[src/uirl_pkg.sv]
// Purpose: Shared constants for the UART interrupt and ready logic.
// Assumes: One register word of 8 bits per offset, per channel.
// Notes:   Channel number sits above the register select in the address.
package uirl_pkg;

  // Structure of the block.
  localparam int UIRL_NCH     = 2;
  localparam int UIRL_ADDR_W  = 4;
  localparam int UIRL_SEL_W   = 3;
  localparam int UIRL_CH_W    = UIRL_ADDR_W - UIRL_SEL_W;
  localparam int UIRL_LEVEL_W = 8;

  // Register offsets within one channel.
  localparam logic [UIRL_SEL_W-1:0] UIRL_OFS_MASK = 3'h0;
  localparam logic [UIRL_SEL_W-1:0] UIRL_OFS_SRC  = 3'h1;
  localparam logic [UIRL_SEL_W-1:0] UIRL_OFS_LINE = 3'h2;

  // Reset value of interrupt_mask_control.
  localparam logic [7:0] UIRL_MASK_RST = 8'h00;

  // Bit positions in interrupt_mask_control.
  localparam int UIRL_MB_RX    = 0;
  localparam int UIRL_MB_TX    = 1;
  localparam int UIRL_MB_LINE  = 2;
  localparam int UIRL_MB_MODEM = 3;
  localparam int UIRL_MB_SLEEP = 4;
  localparam int UIRL_MB_XOFF  = 5;
  localparam int UIRL_MB_RTS   = 6;
  localparam int UIRL_MB_CTS   = 7;

  // Bit positions in interrupt_source_status.
  localparam int UIRL_SS_RX    = 0;
  localparam int UIRL_SS_TX    = 1;
  localparam int UIRL_SS_LINE  = 2;
  localparam int UIRL_SS_MODEM = 3;
  localparam int UIRL_SS_XOFF  = 4;
  localparam int UIRL_SS_CTS   = 5;
  localparam int UIRL_SS_RTS   = 6;
  localparam int UIRL_SS_IRQ   = 7;

  // Bit positions in line_condition_status.
  localparam int UIRL_LS_RXDATA  = 0;
  localparam int UIRL_LS_ERR_LO  = 1;
  localparam int UIRL_LS_ERR_HI  = 4;
  localparam int UIRL_LS_THR_MT  = 5;
  localparam int UIRL_LS_TX_IDLE = 6;
  localparam int UIRL_LS_FIFOERR = 7;

endpackage

[src/uirl_top.sv]
// Purpose: Interrupt masking, status and ready pins of a dual UART.
// Assumes: FIFO levels, triggers, errors and modem deltas come from
//          the same clock domain; only clear-to-send arrives from a pin.
// Notes:   Registers of all channels share one plain register port.
//
// Behaviour
// - Mask bit 7 set: interrupt on each clear-to-send low-to-high edge.
// - Mask bit 6 set: interrupt on each request-to-send low-to-high edge.
// - Mask bit 5 gates the stop-character received interrupt.
// - Mask bit 4 one permits sleep; zero keeps sleep disabled.
// - Mask bit 3 set: interrupt while any of four modem deltas active.
// - Mask bit 2 set: interrupt while any receive error or break active.
// - Mask bit 1 set: transmit interrupt when holding path or FIFO empty.
// - Mask bit 0, no FIFO: receive interrupt while holding register full.
// - FIFO mode: receive interrupt while fill at or above trigger.
// - Receive status bit follows trigger reached, clears with interrupt.
// - Receive data bit set on character arrival, cleared when empty.
// - FIFO drained interrupt cleared by status read or new character.
// - FIFO on with masks 0-3 and 5-7 clear: polling only, no interrupts.
// - Line bit 5 is transmit empty; bit 6 adds shifter empty.
// - Line bits 4:1 give error type; bit 7 flags FIFO data error.
// - Ready mode 0: transmit ready low when empty, receive on data.
// - Ready mode 1: transmit ready low while fill below trigger.
// - Ready mode 1: receive ready low from trigger; FIFO keeps filling.
// - After reset every mask bit reads zero.
// - Ready mode 1: time-out also asserts receive ready; high when empty.
// - Ready mode 0: transmit ready goes high after first character.
//
// Implementation choices: the register addresses and the plain strobed port.

module uirl_chan
  import uirl_pkg::*;
#(
  parameter int LEVEL_W = UIRL_LEVEL_W
) (
  // Clock and reset
  input  wire logic                          mclk,
  input  wire logic                          resetn,
  // Local register port
  input  wire logic [uirl_pkg::UIRL_SEL_W-1:0] reg_sel,
  input  wire logic [7:0]                    wdata,
  input  wire logic                          wr,
  input  wire logic                          rd,
  output logic      [7:0]                    rdata,
  // FIFO and serial engine state
  input  wire logic                          fifo_en,
  input  wire logic                          dma_mode,
  input  wire logic [LEVEL_W-1:0]            rx_fill,
  input  wire logic [LEVEL_W-1:0]            rx_trig,
  input  wire logic [LEVEL_W-1:0]            tx_fill,
  input  wire logic [LEVEL_W-1:0]            tx_trig,
  input  wire logic                          tx_shift_empty,
  input  wire logic                          thr_write,
  input  wire logic                          rx_timeout,
  input  wire logic                          xoff_rcvd,
  input  wire logic [3:0]                    modem_delta,
  input  wire logic [3:0]                    rx_err,
  input  wire logic                          fifo_err,
  // Modem lines
  input  wire logic                          cts_pin,
  input  wire logic                          rts_out,
  // Outputs
  output logic                               irq,
  output logic                               transmit_ready_n,
  output logic                               receive_ready_n,
  output logic                               sleep_en
);
  import uirl_pkg::*;

  // All channel state lives in one packed struct: synchroniser and
  // edge-detect history, sticky sources, registered pins and read data.
  // One comb process builds the next copy and one flop stores it, so no
  // field can end up with a second driver.
  typedef struct packed {
    logic [7:0] mask;
    logic       cts_s1;
    logic       cts_s2;
    logic       cts_d;
    logic       rts_d;
    logic       tx_empty_d;
    logic       cts_pend;
    logic       rts_pend;
    logic       xoff_pend;
    logic       tx_pend;
    logic       irq;
    logic       tx_rdy_n;
    logic       rx_rdy_n;
    logic [7:0] rdata;
  } uirl_chan_st_t;

  // Ready pins idle high, everything else starts at zero.
  localparam uirl_chan_st_t UIRL_ST_RST = '{
    mask:     UIRL_MASK_RST,
    tx_rdy_n: 1'b1,
    rx_rdy_n: 1'b1,
    default:  '0
  };

  uirl_chan_st_t q;
  uirl_chan_st_t n;

  // Decoded strobes and combinational views of this cycle's inputs. All
  // get a value at the top of the comb process, so none can latch.
  logic       cts_rise;
  logic       rts_rise;
  logic       tx_empty;
  logic       rx_cond;
  logic       rx_int;
  logic       line_int;
  logic       modem_int;
  logic       ready_mode1;
  logic       src_rd;
  logic       mask_wr;
  logic [7:0] src_stat;
  logic [7:0] line_stat;

  // Next state of the channel: edges, sticky sources, pins and read data.
  always_comb begin
    n           = q;
    cts_rise    = 1'b0;
    rts_rise    = 1'b0;
    tx_empty    = 1'b0;
    rx_cond     = 1'b0;
    rx_int      = 1'b0;
    line_int    = 1'b0;
    modem_int   = 1'b0;
    ready_mode1 = 1'b0;
    src_rd      = 1'b0;
    mask_wr     = 1'b0;
    src_stat    = 8'h00;
    line_stat   = 8'h00;

    // The pin passes two flops; the edge is taken after the second.
    // Only the second flop feeds logic, so a metastable first stage never
    // reaches the edge detector. The price is two cycles of latency.
    // The request-to-send line is ours and already on this clock.
    n.cts_s1 = cts_pin;
    n.cts_s2 = q.cts_s1;
    n.cts_d  = q.cts_s2;
    n.rts_d  = rts_out;
    cts_rise = q.cts_s2 & ~q.cts_d;
    rts_rise = rts_out & ~q.rts_d;

    // Strobes arrive already qualified by the channel decode in the top.
    // Level sources read the stored mask, so a new mask acts from the next
    // edge; the transmit source follows the written value at once.
    src_rd  = rd & (reg_sel == UIRL_OFS_SRC);
    mask_wr = wr & (reg_sel == UIRL_OFS_MASK);
    if (mask_wr) begin
      n.mask = wdata;
    end

    // Without FIFOs the fill is the holding register occupancy, 0 or 1.
    tx_empty     = (tx_fill == '0);
    n.tx_empty_d = tx_empty;
    ready_mode1  = fifo_en & dma_mode;

    // Level sources follow their cause and need no clearing.
    if (fifo_en) begin
      rx_cond = (rx_fill >= rx_trig);
    end else begin
      rx_cond = (rx_fill != '0);
    end
    // With the low four enables clear these stay silent for polling.
    rx_int    = q.mask[UIRL_MB_RX] & rx_cond;
    line_int  = q.mask[UIRL_MB_LINE] & (|rx_err);
    modem_int = q.mask[UIRL_MB_MODEM] & (|modem_delta);

    // Edge sources are sticky until software reads the source status.
    // The clear comes first so a same-cycle event survives the read.
    if (src_rd) begin
      n.cts_pend  = 1'b0;
      n.rts_pend  = 1'b0;
      n.xoff_pend = 1'b0;
    end
    if (cts_rise & q.mask[UIRL_MB_CTS]) begin
      n.cts_pend = 1'b1;
    end
    if (rts_rise & q.mask[UIRL_MB_RTS]) begin
      n.rts_pend = 1'b1;
    end
    if (xoff_rcvd & q.mask[UIRL_MB_XOFF]) begin
      n.xoff_pend = 1'b1;
    end

    // Transmit empty is an event: the path just drained, or software
    // enabled the source while already empty. Read or new data clears.
    if (src_rd | thr_write) begin
      n.tx_pend = 1'b0;
    end
    if (q.mask[UIRL_MB_TX] & tx_empty & ~q.tx_empty_d) begin
      n.tx_pend = 1'b1;
    end
    if (mask_wr & wdata[UIRL_MB_TX] & ~q.mask[UIRL_MB_TX] & tx_empty) begin
      n.tx_pend = 1'b1;
    end
    if (~n.mask[UIRL_MB_TX]) begin
      n.tx_pend = 1'b0;
    end

    // One interrupt line per channel, registered for a clean output.
    // Edge sources enter with their next value, so a read that clears a
    // pending bit drops the line on the same edge and the host never sees
    // a stale interrupt for an extra cycle.
    n.irq = rx_int | line_int | modem_int | n.tx_pend
          | n.xoff_pend | n.cts_pend | n.rts_pend;

    // Transmit ready pin.
    // In mode 0 a host write wins over empty, so the pin goes high on the
    // first character even when the path drains it again at once.
    if (ready_mode1) begin
      n.tx_rdy_n = ~(tx_fill < tx_trig);
    end else if (thr_write) begin
      n.tx_rdy_n = 1'b1;
    end else if (tx_empty) begin
      n.tx_rdy_n = 1'b0;
    end

    // Receive ready pin; in mode 1 it latches low until the FIFO is empty,
    // which keeps it low through any fill above the trigger.
    if (ready_mode1) begin
      if ((rx_fill >= rx_trig) | rx_timeout) begin
        n.rx_rdy_n = 1'b0;
      end else if (rx_fill == '0) begin
        n.rx_rdy_n = 1'b1;
      end
    end else begin
      n.rx_rdy_n = (rx_fill == '0);
    end

    // Source status shows raw causes so polling software sees them too.
    // The level causes here are unmasked; the interrupt line is not.
    src_stat[UIRL_SS_RX]    = rx_cond;
    src_stat[UIRL_SS_TX]    = q.tx_pend;
    src_stat[UIRL_SS_LINE]  = |rx_err;
    src_stat[UIRL_SS_MODEM] = |modem_delta;
    src_stat[UIRL_SS_XOFF]  = q.xoff_pend;
    src_stat[UIRL_SS_CTS]   = q.cts_pend;
    src_stat[UIRL_SS_RTS]   = q.rts_pend;
    src_stat[UIRL_SS_IRQ]   = q.irq;

    // Line condition status.
    line_stat[UIRL_LS_RXDATA]  = (rx_fill != '0);
    line_stat[UIRL_LS_ERR_HI:UIRL_LS_ERR_LO] = rx_err;
    line_stat[UIRL_LS_THR_MT]  = tx_empty;
    line_stat[UIRL_LS_TX_IDLE] = tx_empty & tx_shift_empty;
    line_stat[UIRL_LS_FIFOERR] = fifo_err;

    // Read data stands only in the cycle after the strobe.
    if (rd) begin
      if (reg_sel == UIRL_OFS_MASK) begin
        n.rdata = q.mask;
      end else if (reg_sel == UIRL_OFS_SRC) begin
        n.rdata = src_stat;
      end else if (reg_sel == UIRL_OFS_LINE) begin
        n.rdata = line_stat;
      end else begin
        n.rdata = 8'h00;
      end
    end else begin
      n.rdata = 8'h00;
    end
  end

  // State register.
  // The reset branch loads only the constant image, so sleep stays off
  // and every source stays masked until software writes the mask.
  always_ff @(posedge mclk or negedge resetn) begin
    if (!resetn) begin
      q <= UIRL_ST_RST;
    end else begin
      q <= n;
    end
  end

  // Outputs straight from flops.
  // No logic sits after the flops, so the pins cannot glitch.
  assign rdata            = q.rdata;
  assign irq              = q.irq;
  assign transmit_ready_n = q.tx_rdy_n;
  assign receive_ready_n  = q.rx_rdy_n;
  assign sleep_en         = q.mask[UIRL_MB_SLEEP];

endmodule

module uirl_top
  import uirl_pkg::*;
#(
  parameter int NCH     = UIRL_NCH,
  parameter int LEVEL_W = UIRL_LEVEL_W
) (
  // Clock and reset
  input  wire logic                                mclk,
  input  wire logic                                resetn,
  // Register port
  input  wire logic [uirl_pkg::UIRL_ADDR_W-1:0]    addr,
  input  wire logic [7:0]                          wdata,
  input  wire logic                                wr,
  input  wire logic                                rd,
  output logic      [7:0]                          rdata,
  // FIFO and serial engine state, one entry per channel
  input  wire logic [NCH-1:0]                      fifo_en,
  input  wire logic [NCH-1:0]                      dma_mode,
  input  wire logic [NCH-1:0][LEVEL_W-1:0]         rx_fill,
  input  wire logic [NCH-1:0][LEVEL_W-1:0]         rx_trig,
  input  wire logic [NCH-1:0][LEVEL_W-1:0]         tx_fill,
  input  wire logic [NCH-1:0][LEVEL_W-1:0]         tx_trig,
  input  wire logic [NCH-1:0]                      tx_shift_empty,
  input  wire logic [NCH-1:0]                      thr_write,
  input  wire logic [NCH-1:0]                      rx_timeout,
  input  wire logic [NCH-1:0]                      xoff_rcvd,
  input  wire logic [NCH-1:0][3:0]                 modem_delta,
  input  wire logic [NCH-1:0][3:0]                 rx_err,
  input  wire logic [NCH-1:0]                      fifo_err,
  // Modem lines
  input  wire logic [NCH-1:0]                      clear_to_send_inputs,
  input  wire logic [NCH-1:0]                      request_to_send_outputs,
  // Interrupt and ready pins
  output logic                                     irq_out_first_channel,
  output logic                                     irq_out_second_channel,
  output logic      [NCH-1:0]                      transmit_ready_pins,
  output logic      [NCH-1:0]                      receive_ready_pins,
  output logic      [NCH-1:0]                      sleep_en
);
  import uirl_pkg::*;

  logic [NCH-1:0][7:0] ch_rdata;
  logic [NCH-1:0]      ch_irq;

  // One channel per address slot; strobes reach only the selected one.
  // Unselected channels see both strobes low, so their read-to-clear
  // bits are safe from reads aimed at the other channel.
  for (genvar c = 0; c < NCH; c++) begin : g_ch
    logic hit;
    assign hit = (addr[UIRL_ADDR_W-1:UIRL_SEL_W] == UIRL_CH_W'(c));
    uirl_chan #(
      .LEVEL_W (LEVEL_W)
    ) u_chan (
      .mclk             (mclk),
      .resetn           (resetn),
      .reg_sel          (addr[UIRL_SEL_W-1:0]),
      .wdata            (wdata),
      .wr               (wr & hit),
      .rd               (rd & hit),
      .rdata            (ch_rdata[c]),
      .fifo_en          (fifo_en[c]),
      .dma_mode         (dma_mode[c]),
      .rx_fill          (rx_fill[c]),
      .rx_trig          (rx_trig[c]),
      .tx_fill          (tx_fill[c]),
      .tx_trig          (tx_trig[c]),
      .tx_shift_empty   (tx_shift_empty[c]),
      .thr_write        (thr_write[c]),
      .rx_timeout       (rx_timeout[c]),
      .xoff_rcvd        (xoff_rcvd[c]),
      .modem_delta      (modem_delta[c]),
      .rx_err           (rx_err[c]),
      .fifo_err         (fifo_err[c]),
      .cts_pin          (clear_to_send_inputs[c]),
      .rts_out          (request_to_send_outputs[c]),
      .irq              (ch_irq[c]),
      .transmit_ready_n (transmit_ready_pins[c]),
      .receive_ready_n  (receive_ready_pins[c]),
      .sleep_en         (sleep_en[c])
    );
  end

  // Idle channels return zero, so a plain OR merges the read data.
  // This relies on every channel clearing its read data after one cycle.
  always_comb begin
    rdata = 8'h00;
    for (int i = 0; i < NCH; i++) begin
      rdata = rdata | ch_rdata[i];
    end
  end

  // Two named interrupt pins; a single-channel build leaves one low.
  assign irq_out_first_channel  = ch_irq[0];
  assign irq_out_second_channel = (NCH > 1) ? ch_irq[NCH-1] : 1'b0;

endmodule

[config.mk]
export PLATFORM = sky130hd
export DESIGN_NAME = uirl_top
export DESIGN_NICKNAME = d
export VERILOG_FILES = /design/src/uirl_pkg.sv /design/src/uirl_top.sv
export SDC_FILE = /design/constraint.sdc
export NUM_CORES = 1
export LEC_CHECK = 0
export ABC_AREA = 1
export BUFFER_PORTS_ARGS = -buffer_cell sky130_fd_sc_hd__buf_2
export CORE_MARGIN = 5
export CORE_UTILIZATION = 50
export DETAILED_ROUTE_END_ITERATION = 6
export PLACE_DENSITY = 0.81
export SLEW_MARGIN = 20
export SYNTH_ARGS = -nofsm -noshare
export SYNTH_HDL_FRONTEND = slang
export SYNTH_SLANG_ARGS = --single-unit
export TNS_END_PERCENT = 100
[constraint.sdc]
create_clock -name mclk -period 1.69 [get_ports mclk]
set_clock_uncertainty 0.2 [all_clocks]
set_input_delay 0.338 -clock mclk [delete_from_list [all_inputs] [get_ports mclk]]
set_output_delay 0.338 -clock mclk [all_outputs]
set_load 0.02 [all_outputs]
==> metrics.log, run 1 <==
[metrics] Synth area leaders: sky130_fd_sc_hd__dfrtp_1 (38%), sky130_fd_sc_hd__ha_1 (11%), sky130_fd_sc_hd__nand2_1 (11%), sky130_fd_sc_hd__inv_1 (8.0%), sky130_fd_sc_hd__nor2_1 (5.9%)
[metrics] number of different library cells in the post-synthesis netlist: 28
[metrics] max-capacitance violation count: 0
[metrics] complex-gate fraction of the synthesized area: around 12%
[metrics] worst-case vdd ir drop: around 0.35 mV
[metrics] r2r setup slk: 0.42 ns
[metrics] TritonCTS Buffers: 5
[metrics] transition at the pin with the smallest max-transition slack: approximately 0.43 ns
[metrics] crit share post-route: a little over nine tenths
[metrics] vias in the first global route: 3377
[metrics] Synth Instances: about 440
[metrics] grt ovf: 0
[metrics] final worst path period need: roughly 1.7 ns
[metrics] floorplan core area: about 6700 sq um
[metrics] clock tree from TritonCTS: yes
[metrics] Setup Fix Bufs, Post-CTS: 0
[metrics] estimated wirelength of the detail-placed design: 7370 um
[metrics] net count of the mapped netlist: ~590
[metrics] starting utilization of the core area: between 50% and 60%
[metrics] fraction of post-synthesis cell area in the top cell type by area: roughly 38%
[metrics] RePlAce Congestion: around 0.89
[metrics] Cells after DPL: between 600 and 700
[metrics] required time of the critical path: between 1 and 1.5 ns
[metrics] Pleak: about 0.0025 uW
[metrics] warnings from Yosys: 0
[metrics] area growth from synthesis to final layout: 29.9%
[metrics] detailed router's first-iteration violation count: between 100 and 150
[metrics] multiplexer fraction of the synthesized cell area: 0%
[metrics] Min Hold Slack: 0.0401 ns
[metrics] drc violations: 0
[metrics] Critical Path End Type: primary output
[metrics] Worst Hold Launch: rx_timeout[0]
[metrics] CP startpoint kind: flop
[metrics] Fill cells: approximately 600
[metrics] basic-gate share of the synthesized area counting and, or, nand and nor cells: between 20% and 30%
[metrics] Worst-Skew Late Latency: slightly above 0.3 ns
[metrics] Post-Synth XOR/XNOR Area: 0%
[metrics] synthesized-area fraction occupied by adder cells: around 11%
[metrics] Cell Pwr Density: ~700 nW/um^2
[metrics] # H-tree levels: 2
[metrics] most common cell after layout, fill and taps aside: sky130_fd_sc_hd__buf_2
[metrics] count of nets after finishing: 732
[metrics] Worst Hold End: g_ch[0].u_chan.receive_ready_n$_DFFE_PN1P_
[metrics] final setup vio count: 0
[metrics] utilization after layout: between 60% and 70%
[metrics] maximum frequency from static timing analysis: ~0.6 GHz
[metrics] pin count of the biggest net entering global routing: between 50 and 60
[metrics] number of antenna violations at the first check in global routing: 0
[metrics] Total Routing Usage GR: a little over a fifth
[metrics] endpoint of the worst-slack reg-to-reg timing path: g_ch[1].u_chan.irq$_DFF_PN0_
[metrics] area of the die: between 8000 and 9000 sq um
[metrics] clock buffer depth: 2
[metrics] antenna cell count: 0
[metrics] Pins Over Slew Limit: 0
[metrics] die boundary width: just over 90 um
[metrics] data arrival time of the critical path: between 1 and 1.5 ns
[metrics] antenna-violating nets left: 0
[metrics] largest family of logic cells by synthesized area: simple AND/OR/NAND/NOR gates
[metrics] total I/O pin count: 130
[metrics] cell row count: 30
[metrics] ratio of cells with drive above 1 in the final layout: between 20 and 30%
[metrics] post-synthesis instance area: 3380 sq um
[metrics] kind of critical path: flop to primary output
[metrics] Post-Syn Area per Cell: approximately 7.7 sq um
[metrics] clock root buffer: sky130_fd_sc_hd__clkbuf_8
[metrics] via density per instance: 4.98
[metrics] buffers added on ports: around 130
[metrics] total clock sinks: 56
[metrics] largest fanout on the critical path: 1
[metrics] final routed wirelength across all metal layers: slightly below 9000 um
[metrics] Crit Reg-Reg Startpoint: g_ch[1].u_chan.q[26]$_DFFE_PN0N_
[metrics] Pre-antenna DRT Iters: 4
[metrics] Vias: around 3300
[metrics] path category of the worst min-delay check: primary input to flop
[metrics] first-pass GRT wire length: approximately 15000 um
[metrics] final cell count without fillers: approximately 670
[metrics] relative slew slack: between 70 and 80%
[metrics] Die H: between 90 and 100 um
[metrics] dominant cell type by area after synthesis: sky130_fd_sc_hd__dfrtp_1
[metrics] post-detailed-route wirelength per cell: about 13 um
[metrics] number of storage elements in the synthesis netlist: 56
[metrics] Final Hold Viols: 0
[metrics] worst hold path stage count: 3
[metrics] sequential share of the synthesized area: between 40% and 50%
[metrics] result of the run: completed
[metrics] most frequent cells in the layout: sky130_fd_sc_hd__buf_2 (121), sky130_fd_sc_hd__nand2_1 (100), sky130_fd_sc_hd__inv_1 (72), sky130_fd_sc_hd__nor2_1 (53), sky130_fd_sc_hd__dfrtp_1 (52)
[metrics] Reg2Reg Depth: 5
[metrics] Clock Pin Slew Worst Setup and Hold Paths: 0.10 ns
-- per-stage QoR --
| step | total power [uW] | setup slack [ns] | setup TNS [ns] | instance area, sq um |
|---|---|---|---|---|
| floorplan | 2030 | 0.236 | 0 | 3380 |
| global placement | 2320 | 0.00870 | 0 | 4190 |
| detailed placement | 2370 | -0.0672 | -0.115 | 4190 |
| CTS | 3120 | 0.00263 | 0 | 4330 |
| global route | 3310 | -0.00444 | -0.00444 | 4400 |
| finish | 3120 | 0.0250 | 0 | 4400 |
-- routing by layer --
metal,wire length [um],track usage [%],share of wire (%)
met1,3540,25.6,40
met2,4450,37.2,51
met3,686,4.51,7.8
met4,119,5.07,1.4
met5,0,0,0
-- kinds of logic after synthesis --
group / after synthesis
AOI/OAI and AO/OA: 76
adders and majority gates: 30
buffers and inverters: 84
DFF: 56
and+or+nand+nor: 195
-- synth_stat cells --
master and count:
sky130_fd_sc_hd__nor2_1 53, sky130_fd_sc_hd__nand2_1 100, sky130_fd_sc_hd__o21a_1 3, sky130_fd_sc_hd__buf_4 7, sky130_fd_sc_hd__clkbuf_1 1, sky130_fd_sc_hd__dfrtp_1 52
sky130_fd_sc_hd__nand3b_2 1, sky130_fd_sc_hd__buf_2 2, sky130_fd_sc_hd__nand2_2 3, sky130_fd_sc_hd__a21oi_1 27, sky130_fd_sc_hd__o21ai_1 7, sky130_fd_sc_hd__a31oi_1 3
sky130_fd_sc_hd__a221oi_1 2, sky130_fd_sc_hd__nand4_1 1, sky130_fd_sc_hd__nand3b_1 8, sky130_fd_sc_hd__inv_1 72, sky130_fd_sc_hd__nand3_1 18, sky130_fd_sc_hd__ha_1 30
sky130_fd_sc_hd__inv_2 1, sky130_fd_sc_hd__a21boi_2 1, sky130_fd_sc_hd__or2_2 8, sky130_fd_sc_hd__a211oi_1 2, sky130_fd_sc_hd__o22ai_1 2, sky130_fd_sc_hd__o21ai_0 29
sky130_fd_sc_hd__buf_6 1, sky130_fd_sc_hd__dfstp_2 4, sky130_fd_sc_hd__nor2_4 2, sky130_fd_sc_hd__nor3_1 1
-- how the worst max path moves through the flow --
stage	start	end	depth (start not counted)
2_1_floorplan	addr[1]	g_ch[0].u_chan.irq$_DFF_PN0_	8
3_3_place_gp	addr[2]	g_ch[0].u_chan.irq$_DFF_PN0_	8
3_5_place_dp	addr[2]	g_ch[0].u_chan.irq$_DFF_PN0_	8
4_1_cts	g_ch[1].u_chan.rdata[0]$_DFF_PN0_	rdata[0]	2
5_1_grt	g_ch[1].u_chan.rdata[1]$_DFF_PN0_	rdata[1]	2
6_report	g_ch[1].u_chan.rdata[6]$_DFF_PN0_	rdata[6]	2
-- critical path, cell delays in order, from the launching register on --
cell and delay, ns:
sky130_fd_sc_hd__dfrtp_1 0.37, sky130_fd_sc_hd__or2_2 0.31, sky130_fd_sc_hd__buf_6 0.14
-- power breakdown --
group | total [uW] | switching, uW | internal, uW | leakage [uW]
registers | 1580 | 89.5 | 1490 | 0.000695
clock network | 750 | 452 | 298 | 0.0000485
logic | 787 | 430 | 357 | 0.00175
-- sequential cells by signal (all words and copies together), names as in the netlist --
name	count
g_ch.u_chan.transmit_ready_n	2
g_ch.u_chan.n	4
g_ch.u_chan.q	28
g_ch.u_chan.irq	2
g_ch.u_chan.receive_ready_n	2
g_ch.u_chan.sleep_en	2
g_ch.u_chan.rdata	16
-- timing repair --
| action | CTS | global route |
|---|---|---|
| endpoints found under the hold margin | 56 | 0 |
| resized for setup | 0 | 21 |
| setup endpoints to repair | 0 | 8 |
| hold buffers | 5 | 0 |
-- area by class of cell --
cell class	count	area [sq um]	area share (%)
multi-input cells	301	1640	37.3
well taps	80	100	2.28
repair buffers	151	886	20.1
clock buffers	5	68.8	1.57
inverters	73	274	6.23
clock inverters	3	22.5	0.512
flip-flops and latches	56	1410	32.0
Power figures use the tool's default switching activity.
==> run 2, diff against run 1 <==
CAP_MARGIN = 20   (was default)
CTS_CLUSTER_DIAMETER = 40   (was default)
PLACE_DENSITY = 0.8   (was 0.81)
SYNTH_HIERARCHICAL = 1   (was default)
==> run 2 against run 1 <==
Sequential cell count unchanged. Maximum frequency increased by 7.5%. Clock-buffer cell count unchanged. Critical path depth is 1 lower. Cell area is 3.5% higher. Critical path type unchanged. Total power increased by 3.7%. Non-clock buffer count is 4 lower.
==> metrics.log, run 2 <==
[metrics] Total Routing Usage GR: 20.9% (about the same)
[metrics] cell types with the highest counts after synthesis: sky130_fd_sc_hd__nand2_1 (142), sky130_fd_sc_hd__inv_1 (85), sky130_fd_sc_hd__dfrtp_1 (52) (was sky130_fd_sc_hd__nand2_1 (100), sky130_fd_sc_hd__inv_1 (72), sky130_fd_sc_hd__nor2_1 (53))
[metrics] estimated wirelength of the detail-placed design: 7660 um (was 7370 um)
[metrics] unrepaired setup endpoints after global routing: no
[metrics] clock buffer depth: 2 (unchanged)
[metrics] warnings from Yosys: 6 (was 0)
[metrics] Reg2Reg Depth: 8 (was 5)
[metrics] transition at the pin with the smallest max-transition slack: 0.328 ns (was 0.429 ns)
[metrics] endpoint of the worst-slack reg-to-reg timing path: g_ch[1].u_chan/irq$_DFF_PN0_ (was g_ch[1].u_chan.irq$_DFF_PN0_)
[metrics] Final Hold Viols: 0 (unchanged)
[metrics] Bufs and invs on worst path: 1 (unchanged)
[metrics] worst-path cell with the longest stage delay: sky130_fd_sc_hd__dfstp_2 (was sky130_fd_sc_hd__dfrtp_1)
[metrics] cell row count: 31 (was 30)
[metrics] ratio of cells with drive above 1 in the final layout: 29.3% (was 29.5%)
[metrics] worst-case vdd ir drop: 0.368 mV (was 0.354 mV)
[metrics] sequential share of the synthesized area: 38.5% (was 41.6%)
[metrics] most common cell in the netlist: sky130_fd_sc_hd__nand2_1 (unchanged)
[metrics] Primary FF master, synth: sky130_fd_sc_hd__dfrtp_1 (unchanged)
[metrics] area of the die: 9110 sq um (was 8510 sq um)
[metrics] Worst Hold End: g_ch[1].u_chan/sleep_en$_DFFE_PN0N_ (was g_ch[0].u_chan.receive_ready_n$_DFFE_PN1P_)
[metrics] Pins Over Slew Limit: 0 (unchanged)
[metrics] slowest stage delay, CP: 0.54 ns (was 0.37 ns)
[metrics] number of antenna violations at the first check in global routing: 0 (unchanged)
[metrics] CP startpoint kind: flop (unchanged)
[metrics] net count of the mapped netlist: 629 (was 585)
[metrics] post-synthesis instance area: 3650 sq um (was 3380 sq um)
[metrics] crit path cell chain: buf_2 (was or2_2, buf_6)
[metrics] path category of the worst min-delay check: primary input to flop (unchanged)
[metrics] Post-Syn Area per Cell: 7.53 sq um (was 7.67 sq um)
[metrics] most common cell after layout, fill and taps aside: sky130_fd_sc_hd__nand2_1 (was sky130_fd_sc_hd__buf_2)
[metrics] async set-or-reset flop fraction in the synthesized netlist: 100% (unchanged)
[metrics] clock tree from TritonCTS: yes (unchanged)
[metrics] post-detailed-route wirelength per cell: 12.5 um (was 13.2 um)
[metrics] TritonCTS Buffers: 5 (unchanged)
[metrics] pin count of the biggest net entering global routing: 57 (unchanged)
[metrics] final worst path period need: 1.55 ns (was 1.67 ns)
[metrics] area growth from synthesis to final layout: 24.6% (was 29.9%)
[metrics] vias in the first global route: 3523 (was 3377)
[metrics] result of the run: completed (unchanged)
[metrics] Worst setup startpoint: g_ch[0].u_chan/receive_ready_n$_DFFE_PN1P_ (was g_ch[1].u_chan.rdata[6]$_DFF_PN0_)
[metrics] max-capacitance violation count: 0 (unchanged)
[metrics] drc violations: 0 (unchanged)
[metrics] starting utilization of the core area: 50.9% (was 50.7%)
[metrics] count of nets after finishing: 765 (was 732)
[metrics] antenna cell count: 0 (unchanged)
[metrics] Cells after DPL: 708 (was 656)
[metrics] Crit Reg-Reg Startpoint: g_ch[1].u_chan/q[27]$_DFFE_PN0N_ (was g_ch[1].u_chan.q[26]$_DFFE_PN0N_)
[metrics] number of storage elements in the synthesis netlist: 56 (unchanged)
[metrics] relative slew slack: 78.1% (was 71.4%)
[metrics] hold buffer count at cts: 5 (unchanged)
[metrics] Fill cells: 626 (was 597)
[metrics] total clock sinks: 56 (unchanged)
[metrics] total I/O pin count: 130 (unchanged)
[metrics] Synth Instances: 485 (was 441)
[metrics] crit share post-route: 91.7% (was 98.5%)
[metrics] antenna-violating nets left: 0 (unchanged)
[metrics] data arrival time of the critical path: 1.01 ns (was 1.13 ns)
[metrics] Vias: 3461 (was 3331)
[metrics] detailed router's first-iteration violation count: 129 (was 122)
[metrics] first-pass GRT wire length: 15100 um (was 14500 um)
[metrics] Die H: 95.5 um (was 92.3 um)
[metrics] overall power after layout: 3230 uW (was 3120 uW)
[metrics] required time of the critical path: 1.15 ns (about the same)
[metrics] largest fanout on the critical path: 2 (was 1)
[metrics] worst hold path stage count: 3 (unchanged)
[metrics] Setup Fix Bufs, Post-CTS: 0 (unchanged)
[metrics] Worst Hold Launch: wdata[4] (was rx_timeout[0])
[metrics] Synth area leaders: sky130_fd_sc_hd__dfrtp_1 (36%), sky130_fd_sc_hd__nand2_1 (15%), sky130_fd_sc_hd__ha_1 (10%), sky130_fd_sc_hd__inv_1 (8.7%), sky130_fd_sc_hd__nor2_1 (4.6%) (was sky130_fd_sc_hd__dfrtp_1 (38%), sky130_fd_sc_hd__ha_1 (11%), sky130_fd_sc_hd__nand2_1 (11%), sky130_fd_sc_hd__inv_1 (8.0%), sky130_fd_sc_hd__nor2_1 (5.9%))
[metrics] final setup vio count: 0 (unchanged)
[metrics] Pleak: 0.00260 uW (was 0.00250 uW)
[metrics] Cell Pwr Density: 711 nW/um^2 (was 709 nW/um^2)
[metrics] Clock Pin Slew Worst Setup and Hold Paths: 0.09 ns (was 0.10 ns)
[metrics] buffers added on ports: 129 (unchanged)
[metrics] number of different library cells in the post-synthesis netlist: 34 (was 28)
[metrics] number of synthesized flops with an enable pin: 0 (unchanged)
[metrics] # H-tree levels: 2 (unchanged)
[metrics] kind of critical path: flop to primary output (unchanged)
[metrics] grt ovf: 0 (unchanged)
[metrics] number of flip-flops in the largest register: 28 (unchanged)
[metrics] most frequent cells in the layout: sky130_fd_sc_hd__nand2_1 (142), sky130_fd_sc_hd__buf_2 (129), sky130_fd_sc_hd__inv_1 (85), sky130_fd_sc_hd__dfrtp_1 (52), sky130_fd_sc_hd__nor2_1 (45) (was sky130_fd_sc_hd__buf_2 (121), sky130_fd_sc_hd__nand2_1 (100), sky130_fd_sc_hd__inv_1 (72), sky130_fd_sc_hd__nor2_1 (53), sky130_fd_sc_hd__dfrtp_1 (52))
[metrics] RePlAce Congestion: 0.923 (was 0.890)
[metrics] cell family with the largest share of critical-path delay: flip-flops (unchanged)
[metrics] Worst-Skew Late Latency: 0.31 ns (about the same)
[metrics] r2r setup slk: 0.32 ns (was 0.42 ns)
[metrics] via density per instance: 4.80 (was 4.98)
[metrics] floorplan core area: 7180 sq um (was 6680 sq um)
[metrics] final-layout setup total negative slack: 0 ns (unchanged)
[metrics] Critical Path End Type: primary output (unchanged)
[metrics] dominant cell type by area after synthesis: sky130_fd_sc_hd__dfrtp_1 (unchanged)
[metrics] number of gates given a new drive strength after cts: 0 (unchanged)
[metrics] final cell count without fillers: 721 (was 669)
[metrics] Pre-antenna DRT Iters: 4 (unchanged)
[metrics] fraction of post-synthesis cell area in the top cell type by area: 35.6% (was 38.4%)
[metrics] register bank with the most flops: g_ch.u_chan/q (was g_ch.u_chan.q)
[metrics] maximum frequency from static timing analysis: 0.646 GHz (was 0.601 GHz)
[metrics] clock root buffer: sky130_fd_sc_hd__clkbuf_8 (unchanged)
[metrics] die boundary width: 95.5 um (was 92.3 um)
[metrics] final routed wirelength across all metal layers: 9000 um (was 8800 um)
-- run 2: cell count changes in the layout (fill, tap and decap cells not counted), sizes merged, moves of 3 or more --
cell    delta
a21oi      +3
buf        -4
inv       +18
nand2     +45
nand3      -5
nand3b     -5
nor2       -5
nor3       +3
o211ai     +3
o21ai     -17
or2        -8
-- run 2: logic make-up (layout without fill, tap and decap cells) --
logic type               Yosys count  count (layout)  share of synthesized area [%]
AO/OA/AOI/OAI                     66              66                           11.1
flip-flops                        56              56                           38.5
AND/OR/NAND/NOR                  222             222                           26.3
adder cells (fa/ha/maj)           30              30                           10.3
buffers and inverters            111             248                           13.8
-- run 2: cell type report --
| class | instances | area, sq um | area share, % |
|---|---|---|---|
| clock buffers | 5 | 68.8 | 1.51 |
| clock inverters | 3 | 42.5 | 0.935 |
| inverters | 93 | 363 | 7.97 |
| multi-input cells | 318 | 1740 | 38.2 |
| flip-flops and latches | 56 | 1410 | 30.9 |
| well taps | 99 | 124 | 2.72 |
| repair buffers | 147 | 806 | 17.7 |
-- run 2: how the worst max path moves through the flow --
stage / to / slack (ns) / cells after the start
global route: g_ch[1].u_chan/irq$_DFF_PN0_ / 0.06 / 8
finish: receive_ready_pins[0] / 0.14 / 1
global placement: g_ch[0].u_chan/rdata[0]$_DFF_PN0_ / 0.07 / 7
detailed placement: g_ch[1].u_chan/irq$_DFF_PN0_ / 0.03 / 10
CTS: transmit_ready_pins[0] / 0.13 / 1
floorplan: g_ch[0].u_chan/irq$_DFF_PN0_ / 0.17 / 9
-- run 2: tightest hold or removal path: cells and delay by family --
family	cells	cell delay, ns
buffers and inverters	1	0.09
AND/OR/NAND/NOR	2	0.09
-- run 2: per-stage QoR --
step | area, sq um | hold slack (ns) | utilization (%) | setup WS [ns]
6_report | 4550 | 0.0371 | 63.4 | 0.141
5_1_grt | 4550 | 0.0380 | 63.4 | 0.0568
4_1_cts | 4550 | 0.0325 | 63.4 | 0.131
3_5_place_dp | 4390 | 0.135 | 61.2 | 0.0321
3_3_place_gp | 4390 | 0.135 | 61.2 | 0.0657
2_1_floorplan | 3650 | -0.158 | - | 0.169
-- run 2: where the power goes --
part	switching [uW]	total, uW	internal (uW)	leakage (uW)
clock network	425	864	439	0.0000541
registers	117	1600	1480	0.000689
logic	431	768	337	0.00186
-- run 2: per-layer routing --
metal	track usage (%)	share of wire, %	vias up
li1	-	-	1759
met1	26.0	41	1571
met2	35.5	50	111
met3	4.74	7.2	20
met4	7.58	2.2	0
met5	0	0	-
